--- src/common/swtp_consts.vh ---
`ifndef SWTP_CONSTS_VH
`define SWTP_CONSTS_VH
// register offsets (byte addresses, own control window in master 0 region)
`define SWTP_OFF_CTRL 12'hC00
`define SWTP_OFF_DEVID 12'hC04
`define SWTP_OFF_FEAT1 12'hC08
`define SWTP_OFF_FEAT3 12'hC0C
`define SWTP_OFF_STAT 12'hC10
`define SWTP_OFF_SYNC 12'hC14
// control register fields
`define SWTP_CTRL_EN 0
`define SWTP_CTRL_TIMESTAMP_ENABLE_CONTROL 1
`define SWTP_CTRL_RESET 32'h00000000
// stimulus address decode bits
`define SWTP_A_TSOFF 3
`define SWTP_A_UNMARK 4
`define SWTP_A_NDSEL 5
`define SWTP_A_NONDATA 6
`define SWTP_A_INVAR 7
`define SWTP_A_HALF 2
// port slot and page structure
`define SWTP_PORT_LSB 8
`define SWTP_MASTER_LSB 24
// packet type codes
`define SWTP_PK_DATA 4'h0
`define SWTP_PK_DATA_TS 4'h1
`define SWTP_PK_MDATA 4'h2
`define SWTP_PK_MDATA_TS 4'h3
`define SWTP_PK_FLAG 4'h4
`define SWTP_PK_FLAG_WITH_TIMESTAMP 4'h5
`define SWTP_PK_TRIGGER_EVENT_PACKET 4'h6
`define SWTP_PK_TRIGGER_WITH_TIMESTAMP 4'h7
`define SWTP_PK_LOST 4'h8
`define SWTP_PK_ALIGN 4'h9
`define SWTP_PK_VERSION 4'hA
`define SWTP_PK_TIMESTAMP_FREQUENCY_PACKET 4'hB
// size encoding of feature register one
`define SWTP_FEAT1_SZ32 4'h1
`define SWTP_FEAT1_SZ64 4'h2
`define SWTP_VERSION 32'h00000001
`endif

--- src/design/swtp_ts_counter.v ---
`timescale 1ns/1ps
`include "swtp_consts.vh"
module swtp_ts_counter #(
  parameter TS_W = 48
) (
  // clock and reset
  input wire ref_clk_in,
  input wire rst_in,
  // control
  input wire run_in,
  // count
  output reg [TS_W-1:0] ts_out
);
  // free-running timestamp count, held at zero while timestamps are off
  always @(posedge ref_clk_in) begin
    if (rst_in || !run_in) begin
      ts_out <= {TS_W{1'b0}};
    end else begin
      ts_out <= ts_out + {{(TS_W-1){1'b0}}, 1'b1};
    end
  end
endmodule // swtp_ts_counter

--- src/design/swtp_decode.v ---
`timescale 1ns/1ps
`include "swtp_consts.vh"
module swtp_decode #(
  parameter MW = 2,
  parameter PW = 4
) (
  // stimulus address
  input wire [31:0] addr_in,
  // decoded fields
  output wire [MW-1:0] master_out,
  output wire [PW-1:0] port_out,
  output wire invar_out,
  output wire nondata_out,
  output wire reserved_out,
  output wire ts_req_out,
  output wire marked_out,
  output wire trigger_event_packet_out,
  output wire high_half_out
);
  // master above the 16MB boundary, port below it
  assign master_out = addr_in[`SWTP_MASTER_LSB +: MW];
  assign port_out = addr_in[`SWTP_PORT_LSB +: PW];
  // bit 7 class, bit 6/5 data vs non-data, bit 3 no timestamp, bit 4 mark or trigger
  assign invar_out = addr_in[`SWTP_A_INVAR];
  assign nondata_out = addr_in[`SWTP_A_NONDATA];
  assign reserved_out = addr_in[`SWTP_A_NONDATA] ? !addr_in[`SWTP_A_NDSEL] :
                        addr_in[`SWTP_A_NDSEL];
  assign ts_req_out = !addr_in[`SWTP_A_TSOFF];
  assign marked_out = !addr_in[`SWTP_A_NONDATA] && !addr_in[`SWTP_A_UNMARK];
  assign trigger_event_packet_out = addr_in[`SWTP_A_NONDATA] && addr_in[`SWTP_A_UNMARK];
  assign high_half_out = addr_in[`SWTP_A_HALF];
endmodule // swtp_decode

--- src/design/swtp_packetizer.v ---
// Our own choices: the address map and the Wishbone slave port.
`timescale 1ns/1ps
`include "swtp_consts.vh"
// Contract
// - stimulus space extends to as many as 256 masters of 65536 ports.
// - every master has the same port count, shown in the id register.
// - feature register three reports the number of masters.
// - each master region is 16MB-aligned, even with fewer ports.
// - fundamental size is 32 or 64 bits, shown in feature register one.
// - no packet payload is wider than the fundamental size.
// - 64-bit as two 32-bit transfers on 32-bit size gives two packets.
// - compressed payloads never grow beyond the fundamental size.
// - marked halves of one transaction are recombined atomically.
// - writes at low bits 0b100 are the second half of offset zero.
// - payload keeps bus significance, lowest byte at the bottom.
// - all eight data, marked, flag and trigger packet kinds are made.
// - an absent class's locations behave as the implemented class.
// - invariant-timing timestamps may be dropped under pressure.
// - a timestamp may be added where none was asked for.
// - no timestamps at all while timestamp enable is clear.
// - guaranteed, requested and enabled means a timestamp always.
// - the trace channel number equals the stimulus port number.
// - a dropped invariant write yields a lost-trace packet before resuming; here it waits for a cycle without a bus request.
// - sync gives alignment and version, frequency only with timestamps.
// - bits6:5=00 data, bits6:5=11 non-data, bit7 invariant, bit3 no timestamp.
// - sixteen 256-byte port slots per 4KB page, pages contiguous.
// - a dropped invariant write traces nothing except its trigger.
module swtp_packetizer #(
  parameter DW = 64,
  parameter MW = 2,
  parameter PW = 4,
  parameter TS_W = 48,
  parameter HAS_GUAR = 1,
  parameter HAS_INVAR = 1,
  parameter [31:0] NUM_PORTS = 32'h00000010,
  parameter [31:0] NUM_MASTERS = 32'h00000004,
  parameter [31:0] TIMESTAMP_FREQUENCY_PACKET_HZ = 32'h00989680,
  parameter [15:0] SYNC_PERIOD = 16'h0400
) (
  // clock and reset
  input wire ref_clk_in,
  input wire rst_in,
  // wishbone slave
  input wire wb_cyc_in,
  input wire wb_stb_in,
  input wire wb_we_in,
  input wire [31:0] wb_adr_in,
  input wire [3:0] wb_sel_in,
  input wire [31:0] wb_dat_in,
  input wire wb_last_in,
  output reg [31:0] wb_dat_out,
  output reg wb_ack_out,
  // trace packet stream
  output reg pkt_valid_out,
  input wire pkt_ready_in,
  output reg [3:0] pkt_type_out,
  output reg [MW-1:0] pkt_master_out,
  output reg [PW-1:0] pkt_chan_out,
  output reg [DW-1:0] pkt_data_out,
  output reg [3:0] pkt_size_out,
  output reg pkt_ts_valid_out,
  output reg [TS_W-1:0] pkt_ts_out,
  output reg pkt_lost_known_out,
  // trigger event
  output reg trigger_event_packet_out
);
  localparam ST_IDLE = 3'b001;
  localparam ST_EMIT = 3'b010;
  localparam ST_ACK = 3'b100;

  // byte count of a lane-select pattern
  function [3:0] sel_bytes;
    input [3:0] s;
    begin
      sel_bytes = {3'h0, s[0]} + {3'h0, s[1]} + {3'h0, s[2]} + {3'h0, s[3]};
    end
  endfunction

  // shift bytes down to the lowest selected lane
  function [31:0] lane_align;
    input [31:0] d;
    input [3:0] s;
    begin
      if (s[0]) begin
        lane_align = d;
      end else if (s[1]) begin
        lane_align = {8'h00, d[31:8]};
      end else if (s[2]) begin
        lane_align = {16'h0000, d[31:16]};
      end else begin
        lane_align = {24'h000000, d[31:24]};
      end
    end
  endfunction

  reg [2:0] state;
  reg [31:0] ctrl;
  reg [31:0] lost_cnt;
  reg [15:0] sync_cnt;
  reg sync_pend;
  reg [1:0] sync_step;
  reg lost_pend;
  reg [MW-1:0] lost_master;
  reg half_valid;
  reg [31:0] half_data;
  reg [31:0] half_adr;
  reg [3:0] next_type;
  wire [MW-1:0] dec_master;
  wire [PW-1:0] dec_port;
  wire dec_invar;
  wire dec_nondata;
  wire dec_resv;
  wire dec_ts_req;
  wire dec_marked;
  wire dec_trigger_event_packet;
  wire dec_high;
  wire [TS_W-1:0] ts_now;
  wire ts_en;
  wire stim_hit;
  wire reg_hit;
  wire req;
  wire invar_eff;
  wire ts_take;
  wire out_free;
  wire combine;

  assign ts_en = ctrl[`SWTP_CTRL_TIMESTAMP_ENABLE_CONTROL];
  assign req = wb_cyc_in && wb_stb_in && !wb_ack_out;
  // control window sits in master 0 port page reserved block
  assign reg_hit = (wb_adr_in[31:12] == 20'h00000) && (wb_adr_in[11:8] == 4'hC);
  assign stim_hit = !reg_hit;
  assign out_free = !pkt_valid_out || pkt_ready_in;
  // an absent class is handled as the one that exists
  assign invar_eff = (HAS_INVAR == 0) ? 1'b0 : (HAS_GUAR == 0) ? 1'b1 : dec_invar;
  // stamp only when enabled; invariant stamps only when the output is free
  assign ts_take = ts_en && dec_ts_req && (!invar_eff || out_free);
  // 32-bit low half of a 64-bit data transfer, marked or not, is held for its partner
  assign combine = (DW == 64) && !dec_nondata && !dec_high && !wb_last_in &&
                   (wb_sel_in == 4'hF);

  swtp_decode #(
    .MW(MW),
    .PW(PW)
  ) u_dec (
    .addr_in(wb_adr_in),
    .master_out(dec_master),
    .port_out(dec_port),
    .invar_out(dec_invar),
    .nondata_out(dec_nondata),
    .reserved_out(dec_resv),
    .ts_req_out(dec_ts_req),
    .marked_out(dec_marked),
    .trigger_event_packet_out(dec_trigger_event_packet),
    .high_half_out(dec_high)
  );

  swtp_ts_counter #(
    .TS_W(TS_W)
  ) u_ts (
    .ref_clk_in(ref_clk_in),
    .rst_in(rst_in),
    .run_in(ts_en),
    .ts_out(ts_now)
  );

  // packet type from decoded access
  always @* begin
    next_type = `SWTP_PK_DATA;
    if (dec_nondata) begin
      next_type = dec_trigger_event_packet ? (ts_take ? `SWTP_PK_TRIGGER_WITH_TIMESTAMP : `SWTP_PK_TRIGGER_EVENT_PACKET) :
                  (ts_take ? `SWTP_PK_FLAG_WITH_TIMESTAMP : `SWTP_PK_FLAG);
    end else if (dec_marked) begin
      next_type = ts_take ? `SWTP_PK_MDATA_TS : `SWTP_PK_MDATA;
    end else begin
      next_type = ts_take ? `SWTP_PK_DATA_TS : `SWTP_PK_DATA;
    end
  end

  // sync period counter
  always @(posedge ref_clk_in) begin
    if (rst_in) begin
      sync_cnt <= 16'h0000;
    end else if (sync_cnt == SYNC_PERIOD) begin
      sync_cnt <= 16'h0000;
    end else begin
      sync_cnt <= sync_cnt + 16'h0001;
    end
  end

  // bus and packet engine
  always @(posedge ref_clk_in) begin
    if (rst_in) begin
      state <= ST_IDLE;
      ctrl <= `SWTP_CTRL_RESET;
      lost_cnt <= 32'h00000000;
      sync_pend <= 1'b1;
      sync_step <= 2'b00;
      lost_pend <= 1'b0;
      lost_master <= {MW{1'b0}};
      half_valid <= 1'b0;
      half_data <= 32'h00000000;
      half_adr <= 32'h00000000;
      wb_dat_out <= 32'h00000000;
      wb_ack_out <= 1'b0;
      pkt_valid_out <= 1'b0;
      pkt_type_out <= 4'h0;
      pkt_master_out <= {MW{1'b0}};
      pkt_chan_out <= {PW{1'b0}};
      pkt_data_out <= {DW{1'b0}};
      pkt_size_out <= 4'h0;
      pkt_ts_valid_out <= 1'b0;
      pkt_ts_out <= {TS_W{1'b0}};
      pkt_lost_known_out <= 1'b0;
      trigger_event_packet_out <= 1'b0;
    end else begin
      wb_ack_out <= 1'b0;
      trigger_event_packet_out <= 1'b0;
      if (pkt_valid_out && pkt_ready_in) begin
        pkt_valid_out <= 1'b0;
      end
      case (state)
        ST_IDLE: begin
          if (out_free && sync_pend && !req) begin
            // alignment, version, then frequency when stamping
            pkt_valid_out <= 1'b1;
            pkt_ts_valid_out <= 1'b0;
            pkt_data_out <= {DW{1'b0}};
            pkt_size_out <= 4'h0;
            if (sync_step == 2'b00) begin
              pkt_type_out <= `SWTP_PK_ALIGN;
              sync_step <= 2'b01;
            end else if (sync_step == 2'b01) begin
              pkt_type_out <= `SWTP_PK_VERSION;
              pkt_data_out[31:0] <= `SWTP_VERSION;
              pkt_size_out <= 4'h4;
              sync_step <= ts_en ? 2'b10 : 2'b00;
              sync_pend <= ts_en;
            end else begin
              pkt_type_out <= `SWTP_PK_TIMESTAMP_FREQUENCY_PACKET;
              pkt_data_out[31:0] <= TIMESTAMP_FREQUENCY_PACKET_HZ;
              pkt_size_out <= 4'h4;
              sync_step <= 2'b00;
              sync_pend <= 1'b0;
            end
          end else if (out_free && lost_pend && !req) begin
            pkt_valid_out <= 1'b1;
            pkt_type_out <= `SWTP_PK_LOST;
            pkt_master_out <= lost_master;
            pkt_lost_known_out <= 1'b1;
            pkt_ts_valid_out <= 1'b0;
            pkt_size_out <= 4'h0;
            lost_pend <= 1'b0;
          end else if (req && reg_hit) begin
            // register access answers in one cycle
            wb_ack_out <= 1'b1;
            state <= ST_ACK;
            wb_dat_out <= 32'h00000000;
            if (wb_we_in && wb_adr_in[11:0] == `SWTP_OFF_CTRL) begin
              if (wb_sel_in[0]) begin
                ctrl[7:0] <= wb_dat_in[7:0];
              end
            end else if (!wb_we_in) begin
              case (wb_adr_in[11:0])
                `SWTP_OFF_CTRL: wb_dat_out <= ctrl;
                `SWTP_OFF_DEVID: wb_dat_out <= NUM_PORTS;
                `SWTP_OFF_FEAT1: wb_dat_out <= (DW == 64) ? {28'h0, `SWTP_FEAT1_SZ64} :
                                               {28'h0, `SWTP_FEAT1_SZ32};
                `SWTP_OFF_FEAT3: wb_dat_out <= NUM_MASTERS;
                `SWTP_OFF_STAT: wb_dat_out <= lost_cnt;
                `SWTP_OFF_SYNC: wb_dat_out <= {31'h0, sync_pend};
                default: wb_dat_out <= 32'h00000000;
              endcase
            end
          end else if (req && stim_hit) begin
            // stimulus writes; reads return zero, never a stale register value
            wb_dat_out <= 32'h00000000;
            if (!wb_we_in || !ctrl[`SWTP_CTRL_EN] || (dec_resv && !dec_nondata)) begin
              wb_ack_out <= 1'b1;
              state <= ST_ACK;
            end else if (combine && !(invar_eff && !out_free)) begin
              half_valid <= 1'b1;
              half_data <= wb_dat_in;
              half_adr <= wb_adr_in;
              wb_ack_out <= 1'b1;
              state <= ST_ACK;
            end else if (invar_eff && !out_free) begin
              // dropped: no trace, only the trigger, then a loss report
              trigger_event_packet_out <= dec_trigger_event_packet;
              lost_pend <= 1'b1;
              lost_master <= dec_master;
              lost_cnt <= lost_cnt + 32'h00000001;
              half_valid <= 1'b0;
              wb_ack_out <= 1'b1;
              state <= ST_ACK;
            end else if (out_free) begin
              pkt_valid_out <= 1'b1;
              pkt_type_out <= next_type;
              pkt_master_out <= dec_master;
              pkt_chan_out <= dec_port;
              pkt_ts_valid_out <= ts_take;
              pkt_ts_out <= ts_now;
              pkt_data_out <= {DW{1'b0}};
              trigger_event_packet_out <= dec_trigger_event_packet;
              if (dec_nondata) begin
                pkt_size_out <= 4'h0;
              end else if (DW == 64 && dec_high && half_valid &&
                           half_adr[31:3] == wb_adr_in[31:3]) begin
                // join the held low half atomically
                pkt_data_out[31:0] <= half_data;
                pkt_data_out[DW-1:DW-32] <= wb_dat_in;
                pkt_size_out <= 4'h8;
              end else begin
                // each 32-bit or narrower beat is its own packet
                pkt_data_out[31:0] <= lane_align(wb_dat_in, wb_sel_in);
                pkt_size_out <= sel_bytes(wb_sel_in);
              end
              half_valid <= 1'b0;
              wb_ack_out <= 1'b1;
              state <= ST_EMIT;
            end
          end
        end
        ST_EMIT: begin
          state <= ST_ACK;
        end
        ST_ACK: begin
          state <= ST_IDLE;
        end
        default: begin
          state <= ST_IDLE;
        end
      endcase
      // a new sync period wins over the clear at the end of the last sequence
      if (sync_cnt == SYNC_PERIOD) begin
        sync_pend <= 1'b1;
      end
    end
  end
endmodule // swtp_packetizer

--- config.mk ---
export PLATFORM = sky130hd
export DESIGN_NAME = swtp_packetizer
export DESIGN_NICKNAME = d
export VERILOG_FILES = /design/src/design/swtp_ts_counter.v /design/src/design/swtp_decode.v /design/src/design/swtp_packetizer.v
export VERILOG_INCLUDE_DIRS = /design/src /design/src/common
export SDC_FILE = /design/constraint.sdc
export NUM_CORES = 1
export LEC_CHECK = 0
export BUFFER_PORTS_ARGS = -buffer_cell sky130_fd_sc_hd__buf_2
export CORE_AREA = 4 4 136 203
export DETAILED_ROUTE_END_ITERATION = 10
export DIE_AREA = 0 0 140 207
export PLACE_DENSITY_LB_ADDON = 0.2
export SLEW_MARGIN = 10
export SYNTH_ARGS = -nofsm -noshare
export SYNTH_HDL_FRONTEND = slang
export SYNTH_SLANG_ARGS = --single-unit
--- constraint.sdc ---
create_clock -name ref_clk_in -period 2.7 [get_ports ref_clk_in]
set_clock_uncertainty 0.1 [all_clocks]
set_input_delay 0.27 -clock ref_clk_in [delete_from_list [all_inputs] [get_ports ref_clk_in]]
set_output_delay 0.27 -clock ref_clk_in [all_outputs]
set_load 0.1 [all_outputs]
==> run_results.csv, run 1 <==
group,metric,value,unit
worst_setup_path,start_kind,"input port",
synthesis,synth_fa_ha_area_share,0.844,%
drt,postRouteAntennaNets,0,
die,die_h,207,µm
drt,viasPerCell,5.64,
drt,wl_per_cell,17.4,µm
synthesis,synth_top_family_by_area,"simple AND/OR/NAND/NOR gates",
synthesis,synth_compound_area_share,14.0,%
synthesis,synthesis.nets,1771,
clock_tree,cts_max_path_buffers,3,
synthesis,synth.distinct_cells,65,
sta,post-route-min-period,2.58,ns
global_route,grt_pass1_wl,65000,µm
clock_tree,post_cts_buffers,0,
placement,hpwl,27700,µm
die,dieArea,29000,µm²
worst_setup_path,r2r_start,"state[0]",
die,start_util,55.2,%
worst_setup_path,critPathKind,"in -> reg",
clock_tree,cts_htree_levels,1,
global_route,grt_max_degree,71,
synthesis,synth-seq-cells,338,
placement,gp_congestion,0.945,
cells_and_area,drive_gt1_share,19.2,%
die,coreArea,25800,µm²
sta,rsz0062_at_grt,"no",
sta,max_freq,0.387,GHz
die,die_w,140,µm
worst_setup_path,required,3.02,ns
synthesis,syn_avg_cell_area,8.43,µm²
min_path,holdPathEnd,"wb_dat_out[2]",
die,io_pins,238,
global_route,grt_pass1_vias,12800,
sta,fin_setup_tns,0,ns
global_route,top_usage_layer,"met2",
synthesis,ys_seq_area_share,47.6,%
synthesis,yosys_most_used_dff,"dfxtp_1",
synthesis,synth_edf_count,0,
global_route,gr-usage-met2,47.1,%
flow_run,cap_violations,0,
worst_setup_path,r2r-end,"half_data[18]",
synthesis,synthArstFlopShare,0,%
clock_tree,numCtsBuffers,31,
clock_tree,cts_tree,"yes",
outcome,status,"complete, no violations",
min_path,min_path_cells,4,
cells_and_area,nets,2050,
die,rows,72,
placement,portBuffers,237,
worst_setup_path,crit_path_max_fanout,8,
worst_setup_path,r2r_cells,9,
drt,via_count,13100,
clock_tree,insertion_delay,0.56,ns
sta,tightest_slew,0.738,ns
worst_setup_path,worst-endpoint-arrival,2.91,ns
sta,relSlewSlack,50.8,%
synthesis,synth_warnings,0,
worst_setup_path,reg2reg_slack,0.28,ns
sta,fin_crit_sh,95.7,%
synthesis,synth_xor_area_share,6.65,%
sta,hold_viol_final,0,
global_route,grt_overflow,0,
min_path,hp-class,"in -> reg",
power,p_leak,6.96,nW
worst_setup_path,end_kind,"register",
cells_and_area,final_cell_mix,"nand2_1, dfxtp_1, buf_2",
synthesis,syn-cell-area,14200,µm²
global_route,grt.met1_usage,30.6,%
sta,setup_violations,0,
power,vdd_drop_max,0.000537,V
clock_tree,clkTransAtPathRegs,0.06,ns
global_route,grt.total_usage,26.7,%
clock_tree,clkSinkCount,338,
drt,wl,40500,µm
global_route,use_met3,5.65,%
power,p_total,10.7,mW
power,cellPowerDensity,607,nW/µm²
sta,maxSlewViolCount,0,
cells_and_area,final_common_cell,"nand2_1",
synthesis,syn_inst,1687,
cells_and_area,area_growth,24.3,%
drt,firstDrtPassIters,6,
synthesis,synthMuxAreaShare,3.89,%
global_route,antenna_found_initial,4,
drt,drt_iter0_markers,834,
drt,drc,0,
min_path,min_from,"wb_we_in",
clock_tree,cts_root_buf,"clkbuf_16",
synthesis,synth_simple_gate_area_share,23.8,%
-- routing by layer --
layer	vias up	routed length (µm)
met3	140	2520
met1	6195	15700
li1	6358	-
met4	4	1930
met2	420	20400
met5	-	21
-- kinds of logic after synthesis --
family,after synthesis
simple gates,741
flops,338
compound gates,317
buf+inv,120
xor+xnor,108
mux,54
fa+ha+maj,9
-- critical path, cell delays in order --
cell	delay (ns)
dlygate4sd3_1	0.57
buf_2	0.18
nor4_1	0.29
nand2_1	0.16
or4_4	0.53
or4_1	0.48
buf_4	0.20
mux2i_1	0.16
nor2_1	0.05
-- state kept, by name, summed over array words and instances, names as in the netlist, 2 cells and up --
| name | cells |
|---|---|
| pkt_data_out | 64 |
| pkt_ts_out | 48 |
| u_ts.ts_out | 48 |
| half_data | 32 |
| lost_cnt | 32 |
| wb_dat_out | 32 |
| half_adr | 29 |
| sync_cnt | 16 |
| ctrl | 8 |
| pkt_chan_out | 4 |
| pkt_size_out | 4 |
| pkt_type_out | 4 |
| state | 3 |
| lost_master | 2 |
| pkt_master_out | 2 |
| sync_step | 2 |
-- where the power goes --
group / internal [mW] / switching (mW)
registers: 5.03 / 0.0337
logic: 0.304 / 0.735
clock network: 2.71 / 1.91
-- final cells by class --
cell class	count	area, µm²
Fill cell	2081	8070
Timing Repair Buffer	350	2300
Clock inverter	15	190
Tap cell	333	417
Multi-Input combinational cell	1229	7050
Clock buffer	42	897
Antenna cell	3	7.51
Inverter	16	60.1
Sequential cell	338	6770
-- worst max path at each step --
| stage | slack [ns] | startpoint | cells past startpoint | to |
|---|---|---|---|---|
| 2_1_floorplan | 0.21 | pkt_valid_out | 9 | pkt_data_out[32] |
| 3_3_place_gp | 0.07 | wb_sel_in[0] | 8 | pkt_data_out[22] |
| 3_5_place_dp | 0.02 | wb_sel_in[0] | 8 | pkt_data_out[22] |
| 4_1_cts | 0.07 | wb_adr_in[11] | 9 | pkt_data_out[18] |
| 5_1_grt | 0.01 | wb_adr_in[21] | 10 | pkt_ts_out[25] |
| 6_report | 0.12 | wb_adr_in[25] | 9 | ctrl[7] |
-- per-stage QoR --
stage | setup slack [ns] | instances | hold WS (ns) | utilization (%) | instance area [µm²]
after floorplan | 0.212 | 1687 | 0.296 | - | 14200
after CTS | 0.0734 | 2323 | 0.000693 | 68.6 | 17700
after global placement | 0.0673 | 2208 | 0.340 | 62.1 | 16000
after global routing | 0.0117 | 2325 | 0.0437 | 68.7 | 17700
final | 0.116 | 2326 | 0.0235 | 68.7 | 17700
after detailed placement | 0.0181 | 2208 | 0.342 | 62.1 | 16000
-- Yosys cell counts (all sizes together) (16+ instances only) --
library cell	n	share of area (%)
inv	16	0.42
a22o	33	2.0
nand3	45	1.6
xnor2	32	2.0
nor4	30	1.5
nand4	25	1.1
nand2	337	8.9
a21oi	153	5.4
nor3	33	1.3
nor2	181	4.8
dfxtp	338	48
mux2i	44	3.1
xor2	76	4.7
clkbuf	91	2.4
o2bb2ai	23	1.4
o21ai	43	1.5
a22oi	30	1.6
-- timing repair --
action | CTS | global route
gates resized for setup | 0 | 3
endpoints found under the setup margin | 0 | 60
hold buffers | 58 | 0
hold endpoints to repair | 116 | 0
No activity file was read; power rests on OpenSTA's default activity.
==> inputs of run 2 (changes only) <==
--- a/config.mk
+++ b/config.mk
@@ -7,9 +7,11 @@
 export NUM_CORES = 1
 export LEC_CHECK = 0
 export BUFFER_PORTS_ARGS = -buffer_cell sky130_fd_sc_hd__buf_2
-export CORE_AREA = 4 4 136 203
+export CELL_PAD_IN_SITES_DETAIL_PLACEMENT = 2
+export CELL_PAD_IN_SITES_GLOBAL_PLACEMENT = 2
+export CORE_AREA = 4 4 175 262
 export DETAILED_ROUTE_END_ITERATION = 10
-export DIE_AREA = 0 0 140 207
+export DIE_AREA = 0 0 179 266
 export PLACE_DENSITY_LB_ADDON = 0.2
 export SLEW_MARGIN = 10
 export SYNTH_ARGS = -nofsm -noshare
==> run 2 against run 1 <==
Effect of this change:
- the flow now finishes with violations (negative setup slack)
- clock power up 16%
- clock-buffer cell count up 14
- combinational power up 8%
- final area up 4.7%
- critical path depth unchanged
- wire length up 33%
- sequential cell count unchanged
- cell count up 12%
- sequential power about the same
- global-route usage down 4.6 points
- die area up 64%
- first-iteration DRC count down 47%
- critical path type unchanged
- largest cell class unchanged
- largest power group is now clock
==> run_results.csv, run 2 (synthesized netlist as in run 1, its figures left out) <==
group,metric,value,unit
outcome,status,"complete, but fails checks",
outcome,violations,"negative setup slack",
cells_and_area,largest-register,"pkt_data_out",
cells_and_area,final_area,18500,µm²
drt,via_count,13600,
drt,highest_layer,"met5",
die,start_util,32.6,%
drt,drt_iter0_markers,442,
global_route,grt_pass1_vias,15000,
drt,wl,53900,µm
cells_and_area,drive_gt1_share,21.3,%
die,coreArea,43600,µm²
placement,place_area,16600,µm²
clock_tree,cts_max_path_buffers,3,
clock_tree,insertion_delay,0.53,ns
sta,relSlewSlack,45.4,%
cells_and_area,reg_top3,"pkt_data_out: 64 flops, pkt_ts_out: 48 flops, u_ts.ts_out: 48 flops",
placement,dp_slack,-0.458,ns
worst_setup_path,crit_chain,"dlygate4sd3_1 > buf_2 > nor4_2 > nand2_2 > or4_4 > or4_4 > buf_8 > mux2i_1 > nor2_1",
sta,fin_setup_tns,-0.00362,ns
cells_and_area,area_growth,30.2,%
placement,portBuffers,237,
die,die_w,179,µm
global_route,antenna_found_initial,1,
min_path,hp-class,"in -> reg",
worst_setup_path,slowest_stage,"dlygate4sd3_1",
worst_setup_path,timing.critical_path.buf_inv,3,
clock_tree,cts_htree_levels,2,
sta,fin_crit_sh,100,%
cells_and_area,antenna-diode-count,0,
placement,gp_congestion,0.820,
sta,hold_viol_final,0,
cells_and_area,nets,2091,
worst_setup_path,worst-endpoint-arrival,3.02,ns
sta,setup_violations,1,
sta,max_freq,0.370,GHz
clock_tree,clkTransAtPathRegs,0.06,ns
worst_setup_path,cp_top_family,"simple AND/OR/NAND/NOR gates",
drt,met3_length,2240,µm
clock_tree,cts_tree,"yes",
global_route,grt_max_degree,158,
sta,post-route-min-period,2.70,ns
cells_and_area,area.sequential,6770,µm²
flow_run,cap_violations,0,
cells_and_area,multi_input_area,7120,µm²
worst_setup_path,crit_path_max_fanout,8,
drt,wl_per_cell,20.6,µm
power,cellPowerDensity,624,nW/µm²
clock_tree,numCtsBuffers,38,
cells_and_area,largest_reg_flops,64,
die,dieArea,47600,µm²
sta,tightest_slew,0.818,ns
worst_setup_path,cpPeakStageDelay,0.59,ns
clock_tree,clkSinkCount,338,
clock_tree,cts_root_buf,"clkbuf_16",
global_route,grt.total_usage,22.1,%
drt,viasPerCell,5.20,
power,vdd_drop_max,0.000424,V
power,p_leak,7.26,nW
cells_and_area,final_cell_mix,"nand2_1, dfxtp_1, buf_2",
drt,drc,0,
worst_setup_path,required,3.01,ns
drt,postRouteAntennaNets,0,
worst_setup_path,start_kind,"input port",
sta,maxSlewViolCount,0,
drt,wl_met2,28200,µm
cells_and_area,n_fill_cell,4904,
worst_setup_path,end_kind,"register",
sta,setup_ws,-0.00362,ns
global_route,grt_overflow,0,
global_route,grt_pass1_wl,83800,µm
placement,hpwl,36200,µm
worst_setup_path,critPathKind,"in -> reg",
worst_setup_path,crit_top_cell,"or4_4",
die,rows,94,
drt,firstDrtPassIters,4,
drt,drt-met1-wl,21400,µm
die,io_pins,238,
die,die_h,266,µm
run 2: where the power goes:
| group | switching (mW) | internal (mW) | total [mW] |
|---|---|---|---|
| Clock | 2.19 | 3.19 | 5.38 |
| Sequential | 0.0316 | 5.03 | 5.06 |
| Combinational | 0.794 | 0.322 | 1.12 |
run 2: worst paths after layout:
path,startpoint,to,slack (ns),depth (start not counted)
max reg2reg,state[0],pkt_data_out[42],0.08,7
min reg2reg,pkt_ts_out[33],pkt_ts_out[33],0.35,2
max,wb_adr_in[14],ctrl[2],-0.004,9
min,wb_adr_in[10],pkt_chan_out[2],0.05,4
run 2: stage by stage:
| step | hold WS, ns | cells | total power [mW] | util [%] |
|---|---|---|---|---|
| floorplan | 0.296 | 1687 | 5.81 | - |
| global placement | 0.342 | 2487 | 6.20 | 38.0 |
| detailed placement | 0.341 | 2487 | 6.22 | 38.0 |
| CTS | 0.00101 | 2610 | 11.7 | 42.2 |
| global route | 0.0541 | 2612 | 12.0 | 42.4 |
| finish | 0.0517 | 2612 | 11.6 | 42.4 |
run 2: metal layers:
metal,vias up,GRT usage [%]
li1,6439,-
met1,6761,25.0
met2,270,40.8
met3,115,3.89
met4,2,8.05
met5,-,0
run 2: tightest hold or removal path, cell delays in order:
cell	delay, ns
buf_2	0.11
buf_4	0.14
nand2_1	0.05
a21oi_1	0.05
run 2: final cells by class:
| class | count | area share, % |
|---|---|---|
| inverters | 16 | 0.324 |
| clock buffers | 56 | 6.06 |
| well taps | 576 | 3.89 |
| clock inverters | 13 | 0.831 |
| multi-input cells | 1230 | 38.4 |
| flip-flops and latches | 338 | 36.5 |
| repair buffers | 383 | 13.9 |
run 2: repair_timing:
item,4_1_cts,5_1_grt
gates resized for setup,2,15
pin swaps,1,6
buffers inserted,2,4
hold buffers,51,0
gates cloned,1,0
endpoints found under the hold margin,90,0
setup endpoints to repair,40,38
==> inputs of run 3 (changes only) <==
--- a/config.mk
+++ b/config.mk
@@ -9,9 +9,10 @@
 export BUFFER_PORTS_ARGS = -buffer_cell sky130_fd_sc_hd__buf_2
 export CELL_PAD_IN_SITES_DETAIL_PLACEMENT = 2
 export CELL_PAD_IN_SITES_GLOBAL_PLACEMENT = 2
-export CORE_AREA = 4 4 175 262
+export CORE_AREA = 4 4 168 251
 export DETAILED_ROUTE_END_ITERATION = 10
-export DIE_AREA = 0 0 179 266
+export DIE_AREA = 0 0 172 255
+export GPL_ROUTABILITY_DRIVEN = 1
 export PLACE_DENSITY_LB_ADDON = 0.2
 export SLEW_MARGIN = 10
 export SYNTH_ARGS = -nofsm -noshare
==> constraint.sdc (replaced) <==
create_clock -name ref_clk_in -period 3.2 [get_ports ref_clk_in]
set_clock_uncertainty 0.1 [all_clocks]
set_input_delay 0.32 -clock ref_clk_in [delete_from_list [all_inputs] [get_ports ref_clk_in]]
set_output_delay 0.32 -clock ref_clk_in [all_outputs]
set_load 0.1 [all_outputs]
==> run 3 against run 2 <==
Effect of this change:
- the run now ends clean
- clock power is 20% lower
- wire length is 0.53% lower
- sequential power down 15%
- power down 18%
- setup slack better by 0.037 ns
- sequential share of layout area rose by 1.6 points
- first-iteration DRC count is 27% higher
- die area is 7.9% lower
- worst hold slack worse by 0.021 ns
==> run_results.csv, run 3 (synthesized netlist as in run 1, its figures left out) <==
group,metric,value,unit
outcome,status,"complete, no violations",
worst_setup_path,cp_top_family,"simple AND/OR/NAND/NOR gates",
sta,tightest_slew,1.07,ns
cells_and_area,largest-register,"pkt_data_out",
worst_setup_path,critPathKind,"in -> reg",
cells_and_area,drive_gt1_share,18.4,%
global_route,grt.total_usage,24.1,%
global_route,grt_pass1_wl,84200,µm
drt,postRouteAntennaNets,0,
worst_setup_path,crit_chain,"dlygate4sd3_1 > buf_2 > nor4_1 > nand2_1 > or4_4 > or4_1 > mux2i_1 > nor2_1",
sta,relSlewSlack,28.9,%
sta,fin_crit_sh,99.0,%
worst_setup_path,endpoint,"ctrl[1]",
clock_tree,clkSinkCount,338,
worst_setup_path,path_depth,8,
sta,setup_violations,0,
cells_and_area,final_common_cell,"dfxtp_1",
sta,post-route-min-period,3.17,ns
sta,worst_hold_slack,0.0307,ns
worst_setup_path,crit_path_max_fanout,8,
cells_and_area,final_cell_mix,"dfxtp_1, nand2_1, buf_2",
power,cellPowerDensity,533,nW/µm²
cells_and_area,nets,2032,
worst_setup_path,timing.critical_path.buf_inv,2,
worst_setup_path,reg2reg_slack,0.22,ns
min_path,min_path_cells,3,
sta,fin_setup_tns,0,ns
drt,wl_per_cell,21.6,µm
clock_tree,hold_buffers,54,
cells_and_area,multi_input_area,7040,µm²
placement,gp_congestion,0.782,
clock_tree,cts_root_buf,"clkbuf_16",
cells_and_area,largest_reg_flops,64,
die,io_pins,238,
worst_setup_path,start_kind,"input port",
global_route,grt_overflow,0,
worst_setup_path,startpoint,"wb_adr_in[14]",
drt,drc,0,
clock_tree,clkTransAtPathRegs,0.07,ns
clock_tree,cts_tree,"yes",
global_route,antenna_found_initial,0,
sta,max_freq,0.316,GHz
die,start_util,35.5,%
drt,via_count,13500,
sta,hold_viol_final,0,
die,die_h,255,µm
clock_tree,numCtsBuffers,36,
global_route,grt_max_degree,58,
die,dieArea,43900,µm²
sta,maxSlewViolCount,0,
placement,portBuffers,237,
drt,wl,53600,µm
clock_tree,cts.repair.resized,0,
cells_and_area,area_growth,24.7,%
clock_tree,cts_max_path_buffers,3,
placement,hpwl,36000,µm
worst_setup_path,end_kind,"register",
die,die_w,172,µm
drt,firstDrtPassIters,4,
worst_setup_path,r2r_cells,8,
drt,drt_iter0_markers,563,
clock_tree,insertion_delay,0.53,ns
cells_and_area,antenna-diode-count,0,
power,vdd_drop_max,0.000347,V
cells_and_area,reg_top3,"pkt_data_out: 64 flops, pkt_ts_out: 48 flops, u_ts.ts_out: 48 flops",
sta,setup_ws,0.0331,ns
worst_setup_path,r2r-end,"half_data[11]",
drt,viasPerCell,5.44,
worst_setup_path,worst-endpoint-arrival,3.47,ns
cells_and_area,area.sequential,6770,µm²
worst_setup_path,cpPeakStageDelay,0.73,ns
die,rows,90,
worst_setup_path,r2r_start,"state[0]",
die,coreArea,40100,µm²
global_route,grt_pass1_vias,14900,
flow_run,cap_violations,0,
power,p_leak,6.89,nW
worst_setup_path,required,3.50,ns
clock_tree,post_cts_buffers,0,
min_path,hp-class,"in -> reg",
sta,rsz0062_at_grt,"no",
worst_setup_path,slowest_stage,"or4_1",
placement,dp_slack,0.150,ns
power,p_total,9.46,mW
cells_and_area,n_fill_cell,4497,
clock_tree,cts_htree_levels,2,
==> run 3: final cells by class <==
| cell class | count | area share [%] |
|---|---|---|
| inverter | 16 | 0.338 |
| clock inverter | 15 | 1.03 |
| tap | 506 | 3.57 |
| multi-input combinational | 1229 | 39.7 |
| sequential | 338 | 38.1 |
| clock buffer | 47 | 5.60 |
| timing repair buffer | 327 | 11.6 |
==> run 3: where the power goes <==
part           leakage (nW)  total (mW)  internal [mW]  switching (mW)
clock network         0.587        4.29           2.52            1.77
logic                  3.58       0.890          0.235           0.655
registers              2.73        4.28           4.25          0.0332
==> run 3: worst register-to-register path, stage by stage, from the launching register on <==
cell and delay (ns):
dfxtp_1 0.36, or3b_2 0.50, nor2_1 0.53, o211ai_1 0.24, buf_4 0.28, nor2_4 0.13
buf_4 0.39, nand2_1 0.15, a21oi_1 0.21
==> run 3: how the worst min path moves through the flow <==
stage,start,endpoint
final,wb_dat_in[0],half_data[0]
after detailed placement,pkt_data_out[26],pkt_data_out[26]
after floorplan,half_data[11],half_data[11]
after global placement,pkt_ts_out[44],pkt_ts_out[44]
after CTS,wb_dat_in[31],half_data[31]
after global routing,wb_dat_in[31],half_data[31]
==> run 3: routing by layer <==
metal  wire length [µm]  vias to the layer above  global-route usage (%)
met2              29200                      271                    46.6
li1                   -                     6321                       -
met4               1680                        0                    7.75
met1              20400                     6803                    26.1
met3               2290                       88                    4.34
met5                  0                        -                       0
==> run 3: metrics by stage <==
step                instance area (µm²)  utilization, %  instances
floorplan                         14200               -       1687
global placement                  16000            40.0       2362
detailed placement                16000            40.0       2362
CTS                               17700            44.3       2478
global route                      17700            44.3       2478
finish                            17700            44.3       2478
